**src/verilog/charge_protect_pkg.sv**
```systemverilog
`default_nettype none
package charge_protect_pkg;
    localparam int ADDR_W = 8;
    localparam int DATA_W = 8;
    localparam int MEAS_W = 16;
    localparam int CUR_CODE_W = 7;
    localparam int OV_CODE_W = 3;
    localparam int INT_W = 2;

    // register offsets
    localparam logic [7:0] OFF_ALARM_CFG = 8'h04;
    localparam logic [7:0] OFF_SURGE_CTRL = 8'h05;
    localparam logic [7:0] OFF_INT_STATUS = 8'h10;
    localparam logic [7:0] OFF_INT_MASK = 8'h11;
    localparam logic [7:0] OFF_SOFT_RESET = 8'h12;

    // values after reset
    localparam logic [7:0] RST_ALARM_CFG = 8'h28;
    localparam logic [7:0] RST_SURGE_CTRL = 8'h03;
    localparam logic [1:0] RST_INT_MASK = 2'h0;

    // field positions
    localparam int ALARM_DIS_BIT = 7;
    localparam int OV_STAT_BIT = 7;
    localparam int OV_FLAG_BIT = 6;
    localparam int OV_MASK_BIT = 5;
    localparam int SOFT_RESET_BIT = 0;
    localparam int INT_LOW_CUR_BIT = 0;
    localparam int INT_OV_BIT = 1;

    // threshold arithmetic, millamps and millivolts
    localparam logic [15:0] LOW_CUR_STEP_MA = 16'h0032; // 50 mA
    localparam logic [15:0] OV_BASE_MV = 16'h2af8; // 11 V
    localparam logic [15:0] OV_STEP_MV = 16'h03e8; // 1 V
    localparam logic [15:0] OV_SPECIAL_MV = 16'h1964; // 6.5 V
    localparam logic [2:0] OV_SPECIAL_CODE = 3'h7;

    function automatic logic [15:0] low_cur_threshold_ma(input logic [6:0] code);
        return 16'({9'h000, code} * LOW_CUR_STEP_MA);
    endfunction

    function automatic logic [15:0] ov_threshold_mv(input logic [2:0] code);
        if (code == OV_SPECIAL_CODE) begin
            return OV_SPECIAL_MV;
        end
        return 16'(OV_BASE_MV + 16'({13'h0000, code} * OV_STEP_MV));
    endfunction
endpackage
`default_nettype wire

```
**src/verilog/protect_cmp_if.sv**
```systemverilog
`default_nettype none
interface protect_cmp_if;
    logic [6:0] cur_code;
    logic [2:0] ov_code;
    logic [15:0] batt_ma;
    logic [15:0] vin_mv;
    logic below;
    logic over;
    modport regs(output cur_code, ov_code, batt_ma, vin_mv, input below, over);
    modport cmp(input cur_code, ov_code, batt_ma, vin_mv, output below, over);
endinterface
`default_nettype wire

```
**src/verilog/protect_compare.sv**
```systemverilog
`default_nettype none
module protect_compare (
    input wire logic ref_clk,
    input wire logic sys_rst,
    protect_cmp_if.cmp bus
);
    import charge_protect_pkg::*;

    // decoded thresholds
    wire logic [15:0] cur_thr_ma;
    wire logic [15:0] ov_thr_mv;
    assign cur_thr_ma = low_cur_threshold_ma(bus.cur_code);
    assign ov_thr_mv = ov_threshold_mv(bus.ov_code);

    // registered compares; one cycle of latency keeps the adder off the irq path
    always_ff @(posedge ref_clk) begin
        if (sys_rst) begin
            bus.below <= 1'b0;
            bus.over <= 1'b0;
        end else begin
            bus.below <= bus.batt_ma < cur_thr_ma;
            bus.over <= bus.vin_mv >= ov_thr_mv;
        end
    end
endmodule
`default_nettype wire

```
**src/verilog/charge_protect_alarm_regs.sv**
```systemverilog
`default_nettype none
module charge_protect_alarm_regs (
    input wire logic ref_clk,
    input wire logic sys_rst,
    input wire logic [charge_protect_pkg::ADDR_W-1:0] reg_addr,
    input wire logic [charge_protect_pkg::DATA_W-1:0] reg_wdata,
    input wire logic reg_wr,
    input wire logic reg_rd,
    output logic [charge_protect_pkg::DATA_W-1:0] reg_rdata,
    input wire logic [charge_protect_pkg::MEAS_W-1:0] battery_current_ma,
    input wire logic [charge_protect_pkg::MEAS_W-1:0] input_voltage_mv,
    output logic host_irq,
    output logic protection_fet_gate_drive
);
    import charge_protect_pkg::*;

    protect_cmp_if cmp_bus();

    logic [7:0] alarm_cfg;
    logic ov_mask;
    logic [2:0] ov_thr;
    logic ov_flag;
    logic [1:0] int_status;
    logic [1:0] int_mask;
    logic prev_below;
    logic prev_over;

    // address decode
    wire logic hit_alarm;
    wire logic hit_surge;
    wire logic hit_status;
    wire logic hit_mask;
    wire logic hit_soft;
    assign hit_alarm = reg_addr == OFF_ALARM_CFG;
    assign hit_surge = reg_addr == OFF_SURGE_CTRL;
    assign hit_status = reg_addr == OFF_INT_STATUS;
    assign hit_mask = reg_addr == OFF_INT_MASK;
    assign hit_soft = reg_addr == OFF_SOFT_RESET;

    // strobes; soft reset is a write-one pulse that never stores
    wire logic wr_alarm;
    wire logic wr_surge;
    wire logic wr_mask;
    wire logic rd_surge;
    wire logic rd_status;
    wire logic soft_rst;
    assign wr_alarm = reg_wr && hit_alarm;
    assign wr_surge = reg_wr && hit_surge;
    assign wr_mask = reg_wr && hit_mask;
    assign rd_surge = reg_rd && hit_surge;
    assign rd_status = reg_rd && hit_status;
    assign soft_rst = reg_wr && hit_soft && reg_wdata[SOFT_RESET_BIT];

    // measurements and settings out to the comparators
    assign cmp_bus.cur_code = alarm_cfg[6:0];
    assign cmp_bus.ov_code = ov_thr;
    assign cmp_bus.batt_ma = battery_current_ma;
    assign cmp_bus.vin_mv = input_voltage_mv;

    protect_compare u_compare (
        .ref_clk(ref_clk),
        .sys_rst(sys_rst),
        .bus(cmp_bus)
    );

    // events are the rising edges of the compare levels
    wire logic alarm_dis;
    wire logic low_evt;
    wire logic ov_evt;
    assign alarm_dis = alarm_cfg[ALARM_DIS_BIT];
    assign low_evt = cmp_bus.below && !prev_below;
    assign ov_evt = cmp_bus.over && !prev_over;

    // next values of the sticky bits; a set in the clearing cycle wins
    wire logic next_flag;
    wire logic [1:0] int_set;
    wire logic [1:0] next_status;
    assign next_flag = (ov_flag && !rd_surge) || ov_evt;
    assign int_set[INT_LOW_CUR_BIT] = low_evt && !alarm_dis;
    assign int_set[INT_OV_BIT] = ov_evt && !ov_mask;
    assign next_status = (int_status & ~{2{rd_status}}) | int_set;

    // read view; reserved bits read as zero, unmapped addresses as zero
    wire logic [7:0] surge_view;
    wire logic [7:0] rd_mux;
    assign surge_view = {cmp_bus.over, ov_flag, ov_mask, 2'b00, ov_thr};
    assign rd_mux = hit_alarm ? alarm_cfg :
                    hit_surge ? surge_view :
                    hit_status ? {6'h00, int_status} :
                    hit_mask ? {6'h00, int_mask} : 8'h00;

    // read data registered; stands only in the cycle after the strobe
    always_ff @(posedge ref_clk) begin
        if (sys_rst) begin
            reg_rdata <= 8'h00;
        end else begin
            reg_rdata <= reg_rd ? rd_mux : 8'h00;
        end
    end

    // writable fields; read-only bits of a write are simply dropped
    always_ff @(posedge ref_clk) begin
        if (sys_rst || soft_rst) begin
            alarm_cfg <= RST_ALARM_CFG;
            ov_mask <= RST_SURGE_CTRL[OV_MASK_BIT];
            ov_thr <= RST_SURGE_CTRL[2:0];
            int_mask <= RST_INT_MASK;
        end else begin
            if (wr_alarm) begin
                alarm_cfg <= reg_wdata;
            end
            if (wr_surge) begin
                ov_mask <= reg_wdata[OV_MASK_BIT];
                ov_thr <= reg_wdata[2:0];
            end
            if (wr_mask) begin
                int_mask <= reg_wdata[1:0];
            end
        end
    end

    // sticky flags; soft reset drops an event landing in the same cycle
    always_ff @(posedge ref_clk) begin
        if (sys_rst || soft_rst) begin
            ov_flag <= 1'b0;
            int_status <= 2'h0;
        end else begin
            ov_flag <= next_flag;
            int_status <= next_status;
        end
    end

    // edge memory is not a register field, so soft reset leaves it
    always_ff @(posedge ref_clk) begin
        if (sys_rst) begin
            prev_below <= 1'b0;
            prev_over <= 1'b0;
        end else begin
            prev_below <= cmp_bus.below;
            prev_over <= cmp_bus.over;
        end
    end

    // gate held off in reset so the FET never opens before thresholds are known
    always_ff @(posedge ref_clk) begin
        if (sys_rst) begin
            protection_fet_gate_drive <= 1'b0;
        end else begin
            protection_fet_gate_drive <= !cmp_bus.over;
        end
    end

    // level interrupt straight from the sticky and mask flops
    assign host_irq = |(int_status & ~int_mask);
endmodule
`default_nettype wire

```
**config.mk**
```make
export PLATFORM = sky130hd
export DESIGN_NAME = charge_protect_alarm_regs
export DESIGN_NICKNAME = d
export VERILOG_FILES = /design/src/verilog/charge_protect_pkg.sv /design/src/verilog/protect_cmp_if.sv /design/src/verilog/protect_compare.sv /design/src/verilog/charge_protect_alarm_regs.sv
export SDC_FILE = /design/constraint.sdc
export NUM_CORES = 1
export LEC_CHECK = 0
export ABC_AREA = 1
export BUFFER_PORTS_ARGS = -buffer_cell sky130_fd_sc_hd__buf_2
export CELL_PAD_IN_SITES_DETAIL_PLACEMENT = 0
export CELL_PAD_IN_SITES_GLOBAL_PLACEMENT = 2
export CORE_ASPECT_RATIO = 1.75
export CORE_MARGIN = 2
export CORE_UTILIZATION = 31
export CTS_CLUSTER_DIAMETER = 150
export DETAILED_ROUTE_END_ITERATION = 10
export PLACE_DENSITY = 0.78
export SYNTH_ARGS = -nofsm -noshare
export SYNTH_HDL_FRONTEND = slang
export SYNTH_SLANG_ARGS = --single-unit
```
**constraint.sdc**
```tcl
create_clock -name ref_clk -period 3.7 [get_ports ref_clk]
set_clock_uncertainty 0.05 [all_clocks]
set_input_delay 0.185 -clock ref_clk [delete_from_list [all_inputs] [get_ports ref_clk]]
set_output_delay 0.185 -clock ref_clk [all_outputs]
set_load 0.01 [all_outputs]
```
==> parameters.txt <==
Parameter                              Value

Power and ir drop
  Leakage component of the power ... 1.88 nW
  Share of power burned in the clock network ... between 40 and 50%
  Maximum vdd ir drop ... roughly 0.00014 V
  Power consumption ... a little over 0.0008 W
  Share of total power consumed by net switching ... around 23%
  Cell-internal power ... 0.000639 W
  Register share of total power ... 39.9%
  Proportion of power drawn by combinational gates ... about 12%
  Switching power of the nets ... 0.000191 W
  Power density over cell area ... around 230 nW/um2

Detailed routing
  Number of iterations in the first detailed-routing pass ... 4
  Highest routing layer actually used ... met4
  WL met1 ... roughly 2.5 mm
  DRC ... 0
  Via density ... approximately 4.6
  Final antenna-violating net count ... 0
  Routed via count ... 2670
  Met2 wire length ... 4.40 mm
  Met3 wire len ... 200 um
  Total wire length ... 7.23 mm
  DR WL/cell ... 12.4 um
  Initial detailed-routing violation count ... 42

Global routing
  Global route total overflow ... 0
  Largest net degree at the start of global routing ... 15
  Wire length of the first global-routing pass ... 12.3 mm
  Number of global-route vias before repair ... 2803
  Aggregate global-route resource usage ... ~15%
  Number of antenna violations at the first check in global routing ... 0

Finish
  Synthesis-to-layout area growth ... 21.0%
  Most used cells in the layout excluding fill and tap cells ... sky130_fd_sc_hd__nand2_1, sky130_fd_sc_hd__buf_2, sky130_fd_sc_hd__inv_1, sky130_fd_sc_hd__ha_1, sky130_fd_sc_hd__dfxtp_1
  Most common cell after layout, fill and taps aside ... sky130_fd_sc_hd__nand2_1
  Antenna diodes ... 0
  Count of filler cells inserted in the layout ... 1021
  Fraction of final layout cells sized beyond drive strength 1 ... 25.3%
  Final-stage net count ... between 500 and 600

Timing
  Final Hold Viols ... 0
  Maximum clock rate ... ~290 MHz
  RSZ-0062 raised after global routing ... false
  Final worst path period share ... 92.8%
  Setup Viol. Count Final ... 0
  Number of max-slew violations in the final report ... 0
  Slew @ Worst Pin ... 0.373 ns
  Worst relative slew slack ... 75.1%
  Post-layout min period ... 3.43 ns
  Setup Total Neg Slack ... 0 ns

Clocking
  Clock root buffer ... sky130_fd_sc_hd__clkbuf_16
  # H-tree levels ... 2
  Total of hold buffers inserted after clock tree synthesis ... 0
  TritonCTS sink count ... 30
  Number of buffers added by the clock tree synthesis step ... 5
  Clock transition at path regs ... 0.05 ns
  Clock latency of the later-clocked register in the worst-skew pair ... 0.27 ns
  Maximum count of clock buffers along a single path ... 2
  TritonCTS clock tree ... yes

Synthesis
  Post-synthesis sequential element count ... 30
  Sequential area share after synthesis ... roughly a fifth
  Synthesized Nets ... 508
  Synthesized area per cell ... 7.55 um2
  Cell area after synthesis ... 2950 um2
  Distinct cells, synth ... 36
  Instance count of the mapped netlist ... 391
  Number of warnings reported in the yosys synthesis log ... 0

Worst setup path
  Worst Setup Start Kind ... register
  Worst setup path category ... reg2reg
  Worst R2R Path Depth ... 18
  RR Endpoint ... u_compare.bus.over
  Maximum fanout along the worst path ... 5
  Register-to-register path setup slack ... 0.27 ns
  Startpoint of the worst register-to-register path ... cmp_bus.ov_code[0]
  Termination of the worst setup path ... u_compare.bus.over
  CP startpoint ... cmp_bus.ov_code[0]
  Worst path required time ... 3.82 ns
  Kind of end point of the critical path ... register
  WP data arrival ... 3.55 ns

Hold path
  Worst min path class ... in2reg

Floorplanning
  Chip height ... 133 um
  Total core area ... 9350 um2
  Site row count ... 47
  Width of the die ... 77.8 um
  Num ports ... just over 60
  DIE AREA ... approximately 10000 um2
  Starting Density ... 31.6%

Placed design
  Number of port buffers ... 60
  Detailed Place HPWL ... 6.41 mm
  Gp weighted congestion ... 0.743

Job
  Number of max-cap violations ... 0

Outcome
  Outcome ... complete, no violations
[critical path: stages (launching register included)]
cell,delay (ns)
sky130_fd_sc_hd__dfxtp_2,0.35
sky130_fd_sc_hd__fa_1,0.59
sky130_fd_sc_hd__inv_1,0.10
sky130_fd_sc_hd__fa_1,0.41
sky130_fd_sc_hd__fa_1,0.53
sky130_fd_sc_hd__nor2_2,0.06
sky130_fd_sc_hd__a21oi_1,0.11
sky130_fd_sc_hd__nand2_1,0.06
sky130_fd_sc_hd__nand2_1,0.07
sky130_fd_sc_hd__nand2_1,0.05
sky130_fd_sc_hd__nand2_1,0.05
sky130_fd_sc_hd__nor2_1,0.05
sky130_fd_sc_hd__ha_1,0.28
sky130_fd_sc_hd__a21oi_1,0.16
sky130_fd_sc_hd__nand2_1,0.08
sky130_fd_sc_hd__a21oi_1,0.12
sky130_fd_sc_hd__nand3_1,0.11
sky130_fd_sc_hd__nand2_1,0.07
sky130_fd_sc_hd__inv_1,0.03
[through the flow]
step                hold slack [ns]  worst slack (ns)  std cells  instance area, um2  utilization (%)
floorplan                     0.207             0.432        391                2950                -
global placement              0.370             0.231        577                3420             36.6
CTS                          0.0860             0.154        585                3570             38.2
global route                  0.115            0.0167        585                3570             38.2
finish                       0.0871             0.266        585                3570             38.2
detailed placement            0.372             0.172        577                3420             36.6
[power groups by stage]
stage	registers (W)	logic (W)	clock network (W)
detailed placement	0.000338	0.000104	0
CTS	0.000331	0.000105	0.000406
global route	0.000331	0.000118	0.000423
floorplan	0.000337	0.0000571	0
global placement	0.000338	0.000102	0
finish	0.000331	0.000102	0.000396
[metal layers]
metal / vias to the layer above / track usage, %
li1: 1410 / -
met1: 1204 / 13.6
met2: 45 / 32.2
met3: 11 / 1.22
met4: 0 / 6.15
met5: - / 0
[registers in the layout (all words and copies together), names as in the netlist, 2 cells and up]
| signal | count |
|---|---|
| alarm_cfg | 8 |
| int_mask | 2 |
| cmp_bus.ov_code | 3 |
| int_status | 2 |
| reg_rdata | 8 |
[cell type report]
cell class                      instances  area [um2]  share of cell area (%)
Multi-Input combinational cell        294        2080                    58.2
Sequential cell                        30         602                    16.8
Inverter                               65         245                    6.86
Tap cell                              122         153                    4.27
Clock inverter                          1        5.00                   0.140
Clock buffer                            7         143                    3.99
Timing Repair Buffer                   66         345                    9.66
[how the worst min path moves through the flow]
stage,from,to,slack (ns),cells past startpoint
after CTS,reg_wdata[3],alarm_cfg[3],0.09,3
after global routing,reg_wdata[3],alarm_cfg[3],0.12,3
final,reg_wdata[3],alarm_cfg[3],0.09,3
after global placement,reg_wdata[3],alarm_cfg[3],0.37,3
after detailed placement,reg_wdata[3],alarm_cfg[3],0.37,3
after floorplan,sys_rst,u_compare.bus.below,0.21,1
[cell families after synthesis]
family / after synthesis / share of synthesized area (%)
compound gates: 54 / 11.9
buf+inv: 67 / 9.36
flops: 30 / 20.3
fa+ha+maj: 65 / 29.1
xor+xnor: 7 / 2.08
simple gates: 168 / 27.3
[synthesized netlist by cell type]
| master | number | area [um2] |
|---|---|---|
| sky130_fd_sc_hd__inv_2 | 4 | 15.0 |
| sky130_fd_sc_hd__fa_1 | 6 | 120 |
| sky130_fd_sc_hd__a21o_1 | 2 | 15.0 |
| sky130_fd_sc_hd__or2_4 | 1 | 8.76 |
| sky130_fd_sc_hd__nand4_1 | 3 | 18.8 |
| sky130_fd_sc_hd__or2_2 | 2 | 12.5 |
| sky130_fd_sc_hd__nand3b_1 | 3 | 22.5 |
| sky130_fd_sc_hd__o21bai_1 | 2 | 15.0 |
| sky130_fd_sc_hd__nor2_4 | 3 | 33.8 |
| sky130_fd_sc_hd__nor4_1 | 1 | 6.26 |
| sky130_fd_sc_hd__o21ai_1 | 3 | 15.0 |
| sky130_fd_sc_hd__nand2_2 | 7 | 43.8 |
| sky130_fd_sc_hd__nor3_4 | 1 | 16.3 |
| sky130_fd_sc_hd__a21oi_1 | 20 | 100 |
| sky130_fd_sc_hd__nor3_1 | 3 | 15.0 |
| sky130_fd_sc_hd__buf_6 | 1 | 11.3 |
| sky130_fd_sc_hd__nand2_4 | 2 | 22.5 |
| sky130_fd_sc_hd__a21oi_2 | 10 | 87.6 |
| sky130_fd_sc_hd__ha_1 | 59 | 738 |
| sky130_fd_sc_hd__xor2_1 | 5 | 43.8 |
| sky130_fd_sc_hd__dfxtp_1 | 30 | 601 |
| sky130_fd_sc_hd__clkinv_1 | 1 | 3.75 |
| sky130_fd_sc_hd__o21ai_0 | 11 | 55.1 |
| sky130_fd_sc_hd__nor2_2 | 2 | 12.5 |
| sky130_fd_sc_hd__nor2_8 | 1 | 20.0 |
| sky130_fd_sc_hd__nand3_1 | 24 | 120 |
| sky130_fd_sc_hd__xnor2_1 | 2 | 17.5 |
| sky130_fd_sc_hd__nor2b_1 | 1 | 6.26 |
| sky130_fd_sc_hd__nand2_1 | 85 | 319 |
| sky130_fd_sc_hd__clkinv_2 | 1 | 5.00 |
| sky130_fd_sc_hd__inv_1 | 59 | 221 |
| sky130_fd_sc_hd__o211ai_2 | 4 | 50.1 |
| sky130_fd_sc_hd__nor2_1 | 26 | 97.6 |
| sky130_fd_sc_hd__buf_12 | 1 | 20.0 |
| sky130_fd_sc_hd__a31oi_1 | 2 | 12.5 |
| sky130_fd_sc_hd__nand3_2 | 3 | 30.0 |
[repair_timing]
item / CTS / global route
buffers inserted: 0 / 0
setup endpoints to repair: 0 / 1
resized for setup: 0 / 3
(Power assumes the default switching activity.)
